===== src/rtl/unb_regs.svh =====
// Register offsets, fields, reset values and bit-timing counts for the nine-bit UART
`ifndef UNB_REGS_SVH
`define UNB_REGS_SVH
`define UNB_OFF_DATA 8'h00
`define UNB_OFF_STAT 8'h04
`define UNB_OFF_CTRL 8'h08
`define UNB_OFF_BAUD 8'h0c
`define UNB_OFF_ADDR 8'h10
`define UNB_OFF_ASND 8'h14
`define UNB_C_WLEN 1:0
`define UNB_C_PAR 3:2
`define UNB_C_STICK 4
`define UNB_C_TWO 5
`define UNB_C_BRK 6
`define UNB_C_NINE 7
`define UNB_C_OSC 8
`define UNB_CTRL_W 9
`define UNB_CTRL_RST 9'h003
`define UNB_BAUD_RST 16'h0001
`define UNB_NADR_RST 8'h00
`define UNB_NMSK_RST 8'hff
`define UNB_SUB_LAST 4'hf
`define UNB_SUB_MID 4'h7
`define UNB_MIN_WLEN 4'h5
`define UNB_LINE_IDLE 1'b1
`endif


===== src/rtl/unb_pkg.sv =====
// Types shared by the nine-bit UART
package unb_pkg;
  typedef enum logic [1:0] {
    UNB_RX_IDLE = 2'b00,
    UNB_RX_START = 2'b01,
    UNB_RX_BITS = 2'b10,
    UNB_RX_HOLD = 2'b11
  } unb_rx_e;
  typedef enum logic [1:0] {
    UNB_PAR_NONE = 2'b00,
    UNB_PAR_EVEN = 2'b01,
    UNB_PAR_ODD = 2'b10,
    UNB_PAR_STICK = 2'b11
  } unb_par_e;
  typedef logic [31:0] unb_word_t;
endpackage


===== src/rtl/unb_uart.sv =====
// Nine-bit addressable UART with AHB-Lite register slave
`timescale 1ns/10ps
`include "unb_regs.svh"
module unb_uart #(
  parameter int DEPTH = 16
) (
  input wire logic sys_clk, // 125 MHz system clock
  input wire logic nrst, // Asynchronous reset, active low
  input wire logic hsel, // Slave select
  input wire unb_pkg::unb_word_t haddr, // Byte address
  input wire logic [1:0] htrans, // Transfer type
  input wire logic hwrite, // Write when high
  input wire logic [2:0] hsize, // Word transfers only
  input wire unb_pkg::unb_word_t hwdata, // Write data
  input wire logic hready, // Bus ready
  output unb_pkg::unb_word_t hrdata, // Read data
  output logic hreadyout, // Low while a write waits for queue space
  output logic hresp, // Always OKAY
  input wire logic osc_tick, // One pulse per internal oscillator period
  input wire logic rxd, // Serial input
  output logic txd // Serial output
);
  import unb_pkg::*;

  localparam int AW = $clog2(DEPTH);
  localparam logic [AW:0] FULL = (AW+1)'(DEPTH);

  typedef struct packed {
    logic [DEPTH-1:0][7:0] tmem;
    logic [AW-1:0] twp;
    logic [AW-1:0] trp;
    logic [AW:0] tcnt;
    logic [DEPTH-1:0][11:0] rmem;
    logic [AW-1:0] rwp;
    logic [AW-1:0] rrp;
    logic [AW:0] rcnt;
    logic [`UNB_CTRL_W-1:0] ctrl;
    logic [15:0] div;
    logic [7:0] nadr;
    logic [7:0] nmsk;
    logic apend;
    logic [7:0] abyte;
    logic [15:0] bcnt;
    logic [3:0] tsub;
    logic [11:0] tsh;
    logic [3:0] tleft;
    logic txo;
    unb_rx_e rst;
    logic [3:0] rsub;
    logic [9:0] rsh;
    logic [3:0] rgot;
    logic rsel;
    logic rovr;
    logic dph;
    logic dwr;
    logic [7:0] dadr;
    unb_word_t rdat;
  } unb_state_s;

  unb_state_s s_reg;
  unb_state_s s_next;
  logic tick, ap, stall, busy, tload, tpop, tpush, rpush, rpop, rdone;
  logic xon, xb, rxb, isaddr, ferr, perr, brk, store;
  logic [3:0] nb, rk, tlen;
  logic [7:0] dmask, tdat, rd;
  logic [11:0] fr;
  logic [9:0] al;
  unb_par_e par;

  assign hresp = 1'b0;
  assign hrdata = s_reg.rdat;
  assign txd = s_reg.txo;
  // A data write into a full queue holds the bus rather than dropping the character
  assign stall = s_reg.dph && s_reg.dwr && s_reg.dadr == `UNB_OFF_DATA && s_reg.tcnt == FULL;
  assign hreadyout = !stall;
  assign busy = s_reg.tcnt != '0 || s_reg.apend || s_reg.tleft != 4'h0;

  // Next-state logic for bus slave, baud divider, transmitter and receiver
  always_comb begin
    s_next = s_reg;
    par = unb_par_e'(s_reg.ctrl[`UNB_C_PAR]);
    nb = `UNB_MIN_WLEN + {2'h0, s_reg.ctrl[`UNB_C_WLEN]};
    dmask = 8'hff >> (4'h8 - nb);
    // Ninth bit takes the parity slot, so nine-bit frames carry no parity
    xon = s_reg.ctrl[`UNB_C_NINE] || par != UNB_PAR_NONE;
    // Baud divider: divisor zero stops the line, divisor N gives source/(16N)
    tick = 1'b0;
    if (s_reg.div != 16'h0 && (!s_reg.ctrl[`UNB_C_OSC] || osc_tick)) begin
      if (s_reg.bcnt >= s_reg.div - 16'h1) begin
        s_next.bcnt = 16'h0;
        tick = 1'b1;
      end else begin
        s_next.bcnt = s_reg.bcnt + 16'h1;
      end
    end
    // Transmitter: address holding slot has priority over the queue
    tload = s_reg.tleft == 4'h0 && !s_reg.ctrl[`UNB_C_BRK] && (s_reg.apend || s_reg.tcnt != '0);
    isaddr = s_reg.apend;
    tpop = tload && !s_reg.apend;
    tdat = s_reg.apend ? s_reg.abyte : s_reg.tmem[s_reg.trp];
    case (par)
      UNB_PAR_EVEN: xb = ^(tdat & dmask);
      UNB_PAR_ODD: xb = ~^(tdat & dmask);
      default: xb = s_reg.ctrl[`UNB_C_STICK];
    endcase
    if (s_reg.ctrl[`UNB_C_NINE]) begin
      xb = isaddr;
    end
    fr = 12'hffe;
    fr[8:1] = tdat | ~dmask;
    if (xon) begin
      fr[nb + 4'h1] = xb;
    end
    tlen = 4'h2 + nb + {3'h0, xon} + {3'h0, s_reg.ctrl[`UNB_C_TWO]};
    if (tload) begin
      s_next.tsh = fr;
      s_next.tleft = tlen;
      s_next.tsub = 4'h0;
      s_next.apend = 1'b0;
    end else if (tick && s_reg.tleft != 4'h0) begin
      s_next.tsub = s_reg.tsub + 4'h1;
      if (s_reg.tsub == `UNB_SUB_LAST) begin
        s_next.tsh = {1'b1, s_reg.tsh[11:1]};
        s_next.tleft = s_reg.tleft - 4'h1;
      end
    end
    if (tpop) begin
      s_next.trp = s_reg.trp + 1'b1;
    end
    // Break overrides whatever the shifter holds
    s_next.txo = s_reg.ctrl[`UNB_C_BRK] ? 1'b0 : (s_next.tleft != 4'h0 ? s_next.tsh[0] : 1'b1);
    // Receiver: sample mid-bit on the 16x tick
    rk = nb + {3'h0, xon} + 4'h1;
    rdone = 1'b0;
    if (tick) begin
      case (s_reg.rst)
        UNB_RX_IDLE: begin
          if (!rxd) begin
            s_next.rst = UNB_RX_START;
            s_next.rsub = 4'h0;
          end
        end
        UNB_RX_START: begin
          s_next.rsub = s_reg.rsub + 4'h1;
          if (s_reg.rsub == `UNB_SUB_MID) begin
            s_next.rst = rxd ? UNB_RX_IDLE : UNB_RX_BITS;
            s_next.rsub = 4'h0;
            s_next.rgot = 4'h0;
          end
        end
        UNB_RX_BITS: begin
          s_next.rsub = s_reg.rsub + 4'h1;
          if (s_reg.rsub == `UNB_SUB_LAST) begin
            s_next.rsh = {rxd, s_reg.rsh[9:1]};
            s_next.rgot = s_reg.rgot + 4'h1;
            if (s_reg.rgot + 4'h1 == rk) begin
              rdone = 1'b1;
              s_next.rst = rxd ? UNB_RX_IDLE : UNB_RX_HOLD;
            end
          end
        end
        default: begin
          // Wait for the line to return high after a break or bad stop
          if (rxd) begin
            s_next.rst = UNB_RX_IDLE;
          end
        end
      endcase
    end
    al = s_next.rsh >> (4'ha - rk);
    rd = al[7:0] & dmask;
    rxb = al[nb];
    ferr = !al[rk - 4'h1];
    brk = al == 10'h0;
    case (par)
      UNB_PAR_EVEN: perr = rxb != ^rd;
      UNB_PAR_ODD: perr = rxb != ~^rd;
      UNB_PAR_STICK: perr = rxb != s_reg.ctrl[`UNB_C_STICK];
      default: perr = 1'b0;
    endcase
    if (s_reg.ctrl[`UNB_C_NINE]) begin
      perr = 1'b0;
    end
    store = 1'b1;
    if (s_reg.ctrl[`UNB_C_NINE]) begin
      if (rxb) begin
        store = (rd & s_reg.nmsk) == s_reg.nadr;
        if (rdone) begin
          s_next.rsel = store;
        end
      end else begin
        store = s_reg.rsel;
      end
    end
    // Bus address phase; reads are answered from flops in the next cycle
    ap = hsel && hready && htrans[1];
    rpop = 1'b0;
    if (ap && !hwrite) begin
      s_next.rdat = 32'h0;
      if (haddr[7:0] == `UNB_OFF_DATA) begin
        if (s_reg.rcnt != '0) begin
          s_next.rdat = {20'h0, s_reg.rmem[s_reg.rrp]};
          rpop = 1'b1;
        end
      end else if (haddr[7:0] == `UNB_OFF_STAT) begin
        s_next.rdat = {27'h0, s_reg.rcnt == FULL, s_reg.rcnt == '0, s_reg.tcnt == '0,
                       s_reg.tcnt == FULL, busy};
      end else if (haddr[7:0] == `UNB_OFF_CTRL) begin
        s_next.rdat = {23'h0, s_reg.ctrl};
      end else if (haddr[7:0] == `UNB_OFF_BAUD) begin
        s_next.rdat = {16'h0, s_reg.div};
      end else if (haddr[7:0] == `UNB_OFF_ADDR) begin
        s_next.rdat = {16'h0, s_reg.nmsk, s_reg.nadr};
      end else if (haddr[7:0] == `UNB_OFF_ASND) begin
        s_next.rdat = {31'h0, s_reg.apend};
      end
    end
    if (!stall) begin
      s_next.dph = ap;
      s_next.dwr = hwrite;
      s_next.dadr = haddr[7:0];
    end
    // Data phase writes
    tpush = 1'b0;
    if (s_reg.dph && s_reg.dwr && !stall) begin
      if (s_reg.dadr == `UNB_OFF_DATA) begin
        tpush = 1'b1;
      end else if (s_reg.dadr == `UNB_OFF_CTRL) begin
        s_next.ctrl = hwdata[`UNB_CTRL_W-1:0];
      end else if (s_reg.dadr == `UNB_OFF_BAUD) begin
        s_next.div = hwdata[15:0];
      end else if (s_reg.dadr == `UNB_OFF_ADDR) begin
        s_next.nadr = hwdata[7:0];
        s_next.nmsk = hwdata[15:8];
      end else if (s_reg.dadr == `UNB_OFF_ASND) begin
        s_next.apend = 1'b1;
        s_next.abyte = hwdata[7:0];
      end
    end
    if (tpush) begin
      s_next.tmem[s_reg.twp] = hwdata[7:0];
      s_next.twp = s_reg.twp + 1'b1;
    end
    s_next.tcnt = s_reg.tcnt + {{AW{1'b0}}, tpush} - {{AW{1'b0}}, tpop};
    // Receive queue; overrun rides on the next character that fits
    rpush = 1'b0;
    if (rdone && store) begin
      if (s_reg.rcnt == FULL && !rpop) begin
        s_next.rovr = 1'b1;
      end else begin
        rpush = 1'b1;
        s_next.rmem[s_reg.rwp] = {s_reg.rovr, brk, perr, ferr, rd};
        s_next.rwp = s_reg.rwp + 1'b1;
        s_next.rovr = 1'b0;
      end
    end
    if (rpop) begin
      s_next.rrp = s_reg.rrp + 1'b1;
    end
    s_next.rcnt = s_reg.rcnt + {{AW{1'b0}}, rpush} - {{AW{1'b0}}, rpop};
  end

  // State register
  always_ff @(posedge sys_clk or negedge nrst) begin
    if (!nrst) begin
      s_reg <= '0;
      s_reg.ctrl <= `UNB_CTRL_RST;
      s_reg.div <= `UNB_BAUD_RST;
      s_reg.nadr <= `UNB_NADR_RST;
      s_reg.nmsk <= `UNB_NMSK_RST;
      s_reg.tsh <= 12'hfff;
      s_reg.txo <= `UNB_LINE_IDLE;
    end else begin
      s_reg <= s_next;
    end
  end
endmodule


===== config.mk =====
export PLATFORM = sky130hd
export DESIGN_NAME = unb_uart
export DESIGN_NICKNAME = d
export VERILOG_FILES = /design/src/rtl/unb_pkg.sv /design/src/rtl/unb_uart.sv
export VERILOG_INCLUDE_DIRS = /design/src /design/src/rtl
export SDC_FILE = /design/constraint.sdc
export NUM_CORES = 1
export LEC_CHECK = 0
export ABC_AREA = 1
export BUFFER_PORTS_ARGS = -buffer_cell sky130_fd_sc_hd__buf_2
export CAP_MARGIN = 20
export CELL_PAD_IN_SITES_DETAIL_PLACEMENT = 1
export CELL_PAD_IN_SITES_GLOBAL_PLACEMENT = 1
export CORE_MARGIN = 4
export CORE_UTILIZATION = 28
export DETAILED_ROUTE_END_ITERATION = 16
export GPL_TIMING_DRIVEN = 0
export PLACE_DENSITY_LB_ADDON = 0.1
export SETUP_SLACK_MARGIN = 0.15
export SLEW_MARGIN = 10
export SYNTH_ARGS = -nofsm -noshare
export SYNTH_HDL_FRONTEND = slang
export SYNTH_SLANG_ARGS = --single-unit

===== constraint.sdc =====
create_clock -name sys_clk -period 5 [get_ports sys_clk]
set_clock_uncertainty 0.1 [all_clocks]
set_input_delay 0.25 -clock sys_clk [delete_from_list [all_inputs] [get_ports sys_clk]]
set_output_delay 0.25 -clock sys_clk [all_outputs]
set_load 0.01 [all_outputs]

# Yosys cells after proc, flatten, opt, wreduce, memory -nomap -nowiden
# Cells that the tools add are included.
[totals] in_bits=76 reg_bits=497
[classes] mux=73 bitwise_logic=10 n_reduce_logical=60 eq_ne=28 addsub=24 shifts=2 order_cmp=11
[op_table] op="$bwmux 192" count=1
[op_table] op="$bwmux 128" count=1
[op_table] op="$mux 16" count=6
[op_table] op="$mux 9" count=6
[op_table] op="$bmux 12 s4" count=1
[op_table] op="$demux 12 s4" count=1
[op_table] op="$mux 12" count=4
[op_table] op="$mux 20" count=2
[op_table] op="$add 4x1->4 const B" count=9
[op_table] op="$lt 4x5->1 const B" count=7
[op_table] op="$bmux 8 s4" count=1
[op_table] op="$demux 8 s4" count=1
[op_table] op="$eq 8x4->1 const B" count=4
[op_table] op="$eq 8x5->1 const B" count=4
[op_table] op="$mux 32" count=1
[op_table] op="$mux 14" count=2
[op_table] op="$mux 1" count=25
[op_table] op="$and 8x8->8" count=3
[op_table] op="$mux 8" count=3
[op_table] op="$logic_and 1x1->1" count=17
[op_table] op="$add 16x1->16 const B" count=1
[op_table] op="$ge 16x16->1" count=1
[op_table] op="$logic_not 8->1" count=2
[op_table] op="$reduce_bool 16->1" count=1
[op_table] op="other kinds (53)" count=104

# Depth between registers and ports, before layout
[logic_depth] ltp_word=15 ltp_mapped=42

# Worst setup path after synthesis
# OpenSTA, ideal clock, no wires.
[synth_timing] path_type="register to register" startpoint="reg s_reg[126] (netlist bit)" endpoint="reg s_reg[155] (netlist bit)" arrival_ns=5.214 path_stages_with_launch=42 slack_ns=-0.393 setup_ns=0.079 path_cell_list="dfstp_2 -> inv_1 -> nand3_1 -> nor3_1 -> nand3_1 -> nor2_1 -> nand2_1 -> nor2_1 -> nand3_1 -> xor2_1 -> inv_1 -> ha_1 -> a21oi_1 -> o21ai_0 -> a21oi_2 -> nand2_4 -> nand2_4 -> buf_6 -> (+6 left out) -> buf_6 -> nand3_1 -> nand2_1 -> nand3_1 -> nor2_1 -> nand3_1 -> nand2_2 -> nand2_1 -> nor2_1 -> inv_1 -> ha_1 -> inv_1 -> ha_1 -> fa_1 -> a21oi_1 -> nor2_1 -> nor2_1 -> xor2_1"
[synth_rtl] element="start: declaration" line="unb_uart.sv:60" source="unb_state_s s_reg;"
[synth_rtl] element="start signal: assignment" line="unb_uart.sv:274" source="s_reg <= s_next;"

==> run summary <==
Largest stage delay, worst path = 0.38 ns
Top_reg_cell synth = dfrtp_1
WP data required = 5.47 ns
Psw = 2.43 mW
Power Internal = 6.84 mW
R2R depth = 41
Cell mode on critical path = nand2_1
PD cells = 292 nW/µm²
# H-tree levels = 2
Die ar. = 93900 µm²
Sequential power share = 0.435
Mapped cell area = 24900 µm²
Total Routed Length = 105000 µm
Worst Tran Pin Value = 1.22 ns
Chip Width = 306 µm
Syn avg cell area = 8.17 µm²
Number of buffer cells added on primary ports = 49
DRT Pass-1 Iters = 5
Worst path bufs/invs = 6
Reg2Reg Setup Slack = -0.64 ns
Hold Crit Start = hsel
Max Clock Freq = 177 MHz
Worst setup SP type = register
Net Sw Frac = 0.262
Max_cap viols = 0
DIE HEIGHT = 306 µm
Final setup vio count = 197
CP delay by family, top = simple AND/OR/NAND/NOR gates
Initial Utilization = 0.282
Final core utilization = 0.360
Hold endpoint = hrdata[0]
Status = finished, violations left
Share of layout cells above drive strength 1 = 0.178
EDFF count, synth = 0
Post-synth ARST share = 1.00
Row Count = 109
Min-Delay Path Class = in2reg
Post-DR wirelength/cell = 23.0 µm
Hold_ws = 0.0422 ns
Clock Path Buffers = 3
Crit end category = register
Combinational power share = 0.076
HPWL after DPL = 74400 µm
Vias in the first global route = 24300
Dpl cells = 4291
Average vias per placed instance = 5.04
First-pass GRT wire length = 156000 µm
Clock network power share = 0.489
Static Leak = 14.8 nW
Final ANT Viol Nets = 0
Cell area after layout = 31800 µm²
Worst Slack Setup Final = -0.635 ns
GRT Util Overall = 0.218
CP Depth = 41
Max reg flops = 461
Reg2reg start = s_reg[127]
Failing checks = setup timing
P&R area growth vs syn = 27.5%
Final slew viol count = 0
Sequential share of the synthesized area = 0.484
Grt total ovfl = 0
Final Power = 9.27 mW
Relative slew slack = 0.190
Vias = 22900
Num CTS Buffers = 60
Reg clk slew, reported paths = 0.06 ns
Yosys cell types = 53
Period utilization = 1.13
Root buf cell = clkbuf_16
RSZ-0062 raised after global routing = true
# diodes = 0
Global placement routability congestion = 0.912
Core area = 88400 µm²
Synth Warn # = 0
Initial detailed-routing violation count = 1461
Number of synthesized register bits = 481
Worst hold path depth = 5
Cell Count, Final, Fillers Out = 4550
Post-Syn Instances = 3052
# IOs = 111
DRC = 0
Initial antenna violation count = 1
Largest net degree at the start of global routing = 97
Peak supply drop = 0.000235 V
Clock Sinks = 481
Area after DPL = 27000 µm²
Arrival @ worst endpoint = 6.11 ns
Final #Nets = 3479
Clk Latency, worst-skew pair = 0.67 ns
CP Max Fanout = 8
CTS tree = yes
CP max-delay cell = dfrtp_1
Final hold vios = 0
Final Critical Period = 5.64 ns
End of the worst register-to-register path = s_reg[155]
Critical path class = reg2reg
logic make-up (layout without fill, tap and decap cells):
| logic type | count (synthesis) | in the layout | synth area share |
|---|---|---|---|
| AO/OA/AOI/OAI | 801 | 801 | 0.173 |
| XOR/XNOR | 53 | 53 | 0.0186 |
| adder cells (fa/ha/maj) | 70 | 70 | 0.0363 |
| buffers and inverters | 505 | 822 | 0.0848 |
| flip-flops | 481 | 481 | 0.484 |
| multiplexers | 48 | 48 | 0.0193 |
| other | 1 | 17 | 0.000150 |
| AND/OR/NAND/NOR | 1093 | 1093 | 0.184 |
per-layer routing:
metal | vias up | share of wire | GRT usage
met5 | - | 0 | 0
met4 | 0 | 0.040 | 0.0839
met3 | 191 | 0.046 | 0.0363
met2 | 460 | 0.48 | 0.368
met1 | 11600 | 0.44 | 0.281
li1 | 10700 | - | -
stage by stage:
step	setup TNS [ns]	setup WS, ns
5_1_grt	-133.15	-1.03
2_1_floorplan	-0.0524	-0.0524
3_5_place_dp	-203.39	-1.76
3_3_place_gp	-3431.22	-7.03
6_report	-64.61	-0.635
4_1_cts	-43.52	-0.619
Yosys cell counts (9+ instances only):
cell	number	area share
o22ai_1	25	0.0063
ha_1	66	0.033
nand2_1	649	0.098
o221ai_1	30	0.011
inv_2	21	0.0032
nor4_1	9	0.0023
o211ai_1	20	0.0060
o21ai_1	103	0.021
mux2i_1	48	0.019
nor2_1	201	0.030
buf_2	16	0.0032
nand3_1	137	0.028
dfrtp_1	457	0.46
xnor2_1	11	0.0039
nand4_1	36	0.0090
inv_1	277	0.042
o21ai_0	494	0.099
clkbuf_1	126	0.019
dfstp_2	24	0.025
xor2_1	42	0.015
nor3_1	22	0.0044
buf_1	12	0.0018
a21oi_1	99	0.020
buf_4	41	0.012
tightest hold or removal path: cells and delay by family:
kind | cells | cell delay [ns]
AO/OA/AOI/OAI | 1 | 0.05
buffers and inverters | 1 | 0.09
AND/OR/NAND/NOR | 3 | 0.35
layout by cell type, fill, tap and decap left out, types with 21 or more instances in the layout:
cell type and n:
nand3_1 117, dfrtp_1 457, inv_1 265, o21ai_1 152
buf_8 28, clkbuf_1 121, buf_6 30, nand2_2 59
clkbuf_16 74, nor2_4 25, nor2_1 187, nand2_1 586
o22ai_1 25, o21ai_2 30, dfstp_2 24, buf_2 52
ha_1 60, xor2_1 41, buf_4 109, nand4_1 36
o221ai_1 30, a21oi_1 94, o21ai_0 416, mux2i_1 48
dlygate4sd3_1 21
layout make-up:
type                    instances  area [µm²]
clock buffers                  86        1730
inverters                     304        1220
multi-input cells            2082       11600
repair buffers                203        2040
flip-flops and latches        481       12100
well taps                    1165        1460
plain buffers                 201        1380
clock inverters                28         303
fillers                     10400       56600
power groups by stage:
stage | Sequential [mW] | Clock (mW) | Combinational [mW]
final | 4.03 | 4.54 | 0.704
after global routing | 4.04 | 4.84 | 0.796
after CTS | 4.03 | 4.66 | 0.709
after detailed placement | 4.10 | 0 | 0.661
after global placement | 4.10 | 0 | 0.627
after floorplan | 4.08 | 0 | 0.356
how the worst max path moves through the flow:
stage	from	endpoint	slack, ns
final	s_reg[127]	s_reg[155]	-0.64
after global routing	s_reg[127]	s_reg[155]	-1.03
after CTS	s_reg[127]	s_reg[155]	-0.62
after detailed placement	par[0]	s_reg[155]	-1.76
after global placement	nrst	s_reg[401]	-7.03
after floorplan	s_reg[128]	s_reg[155]	-0.05
repair_timing:
action,CTS,global route
setup buffers,72,29
resized for setup,307,122
gates cloned,15,7
pin swaps,47,19
endpoints found under the hold margin,122,0
hold buffers,21,0
setup endpoints to repair,219,220
Note: power is estimated with default switching activity, not from simulation.
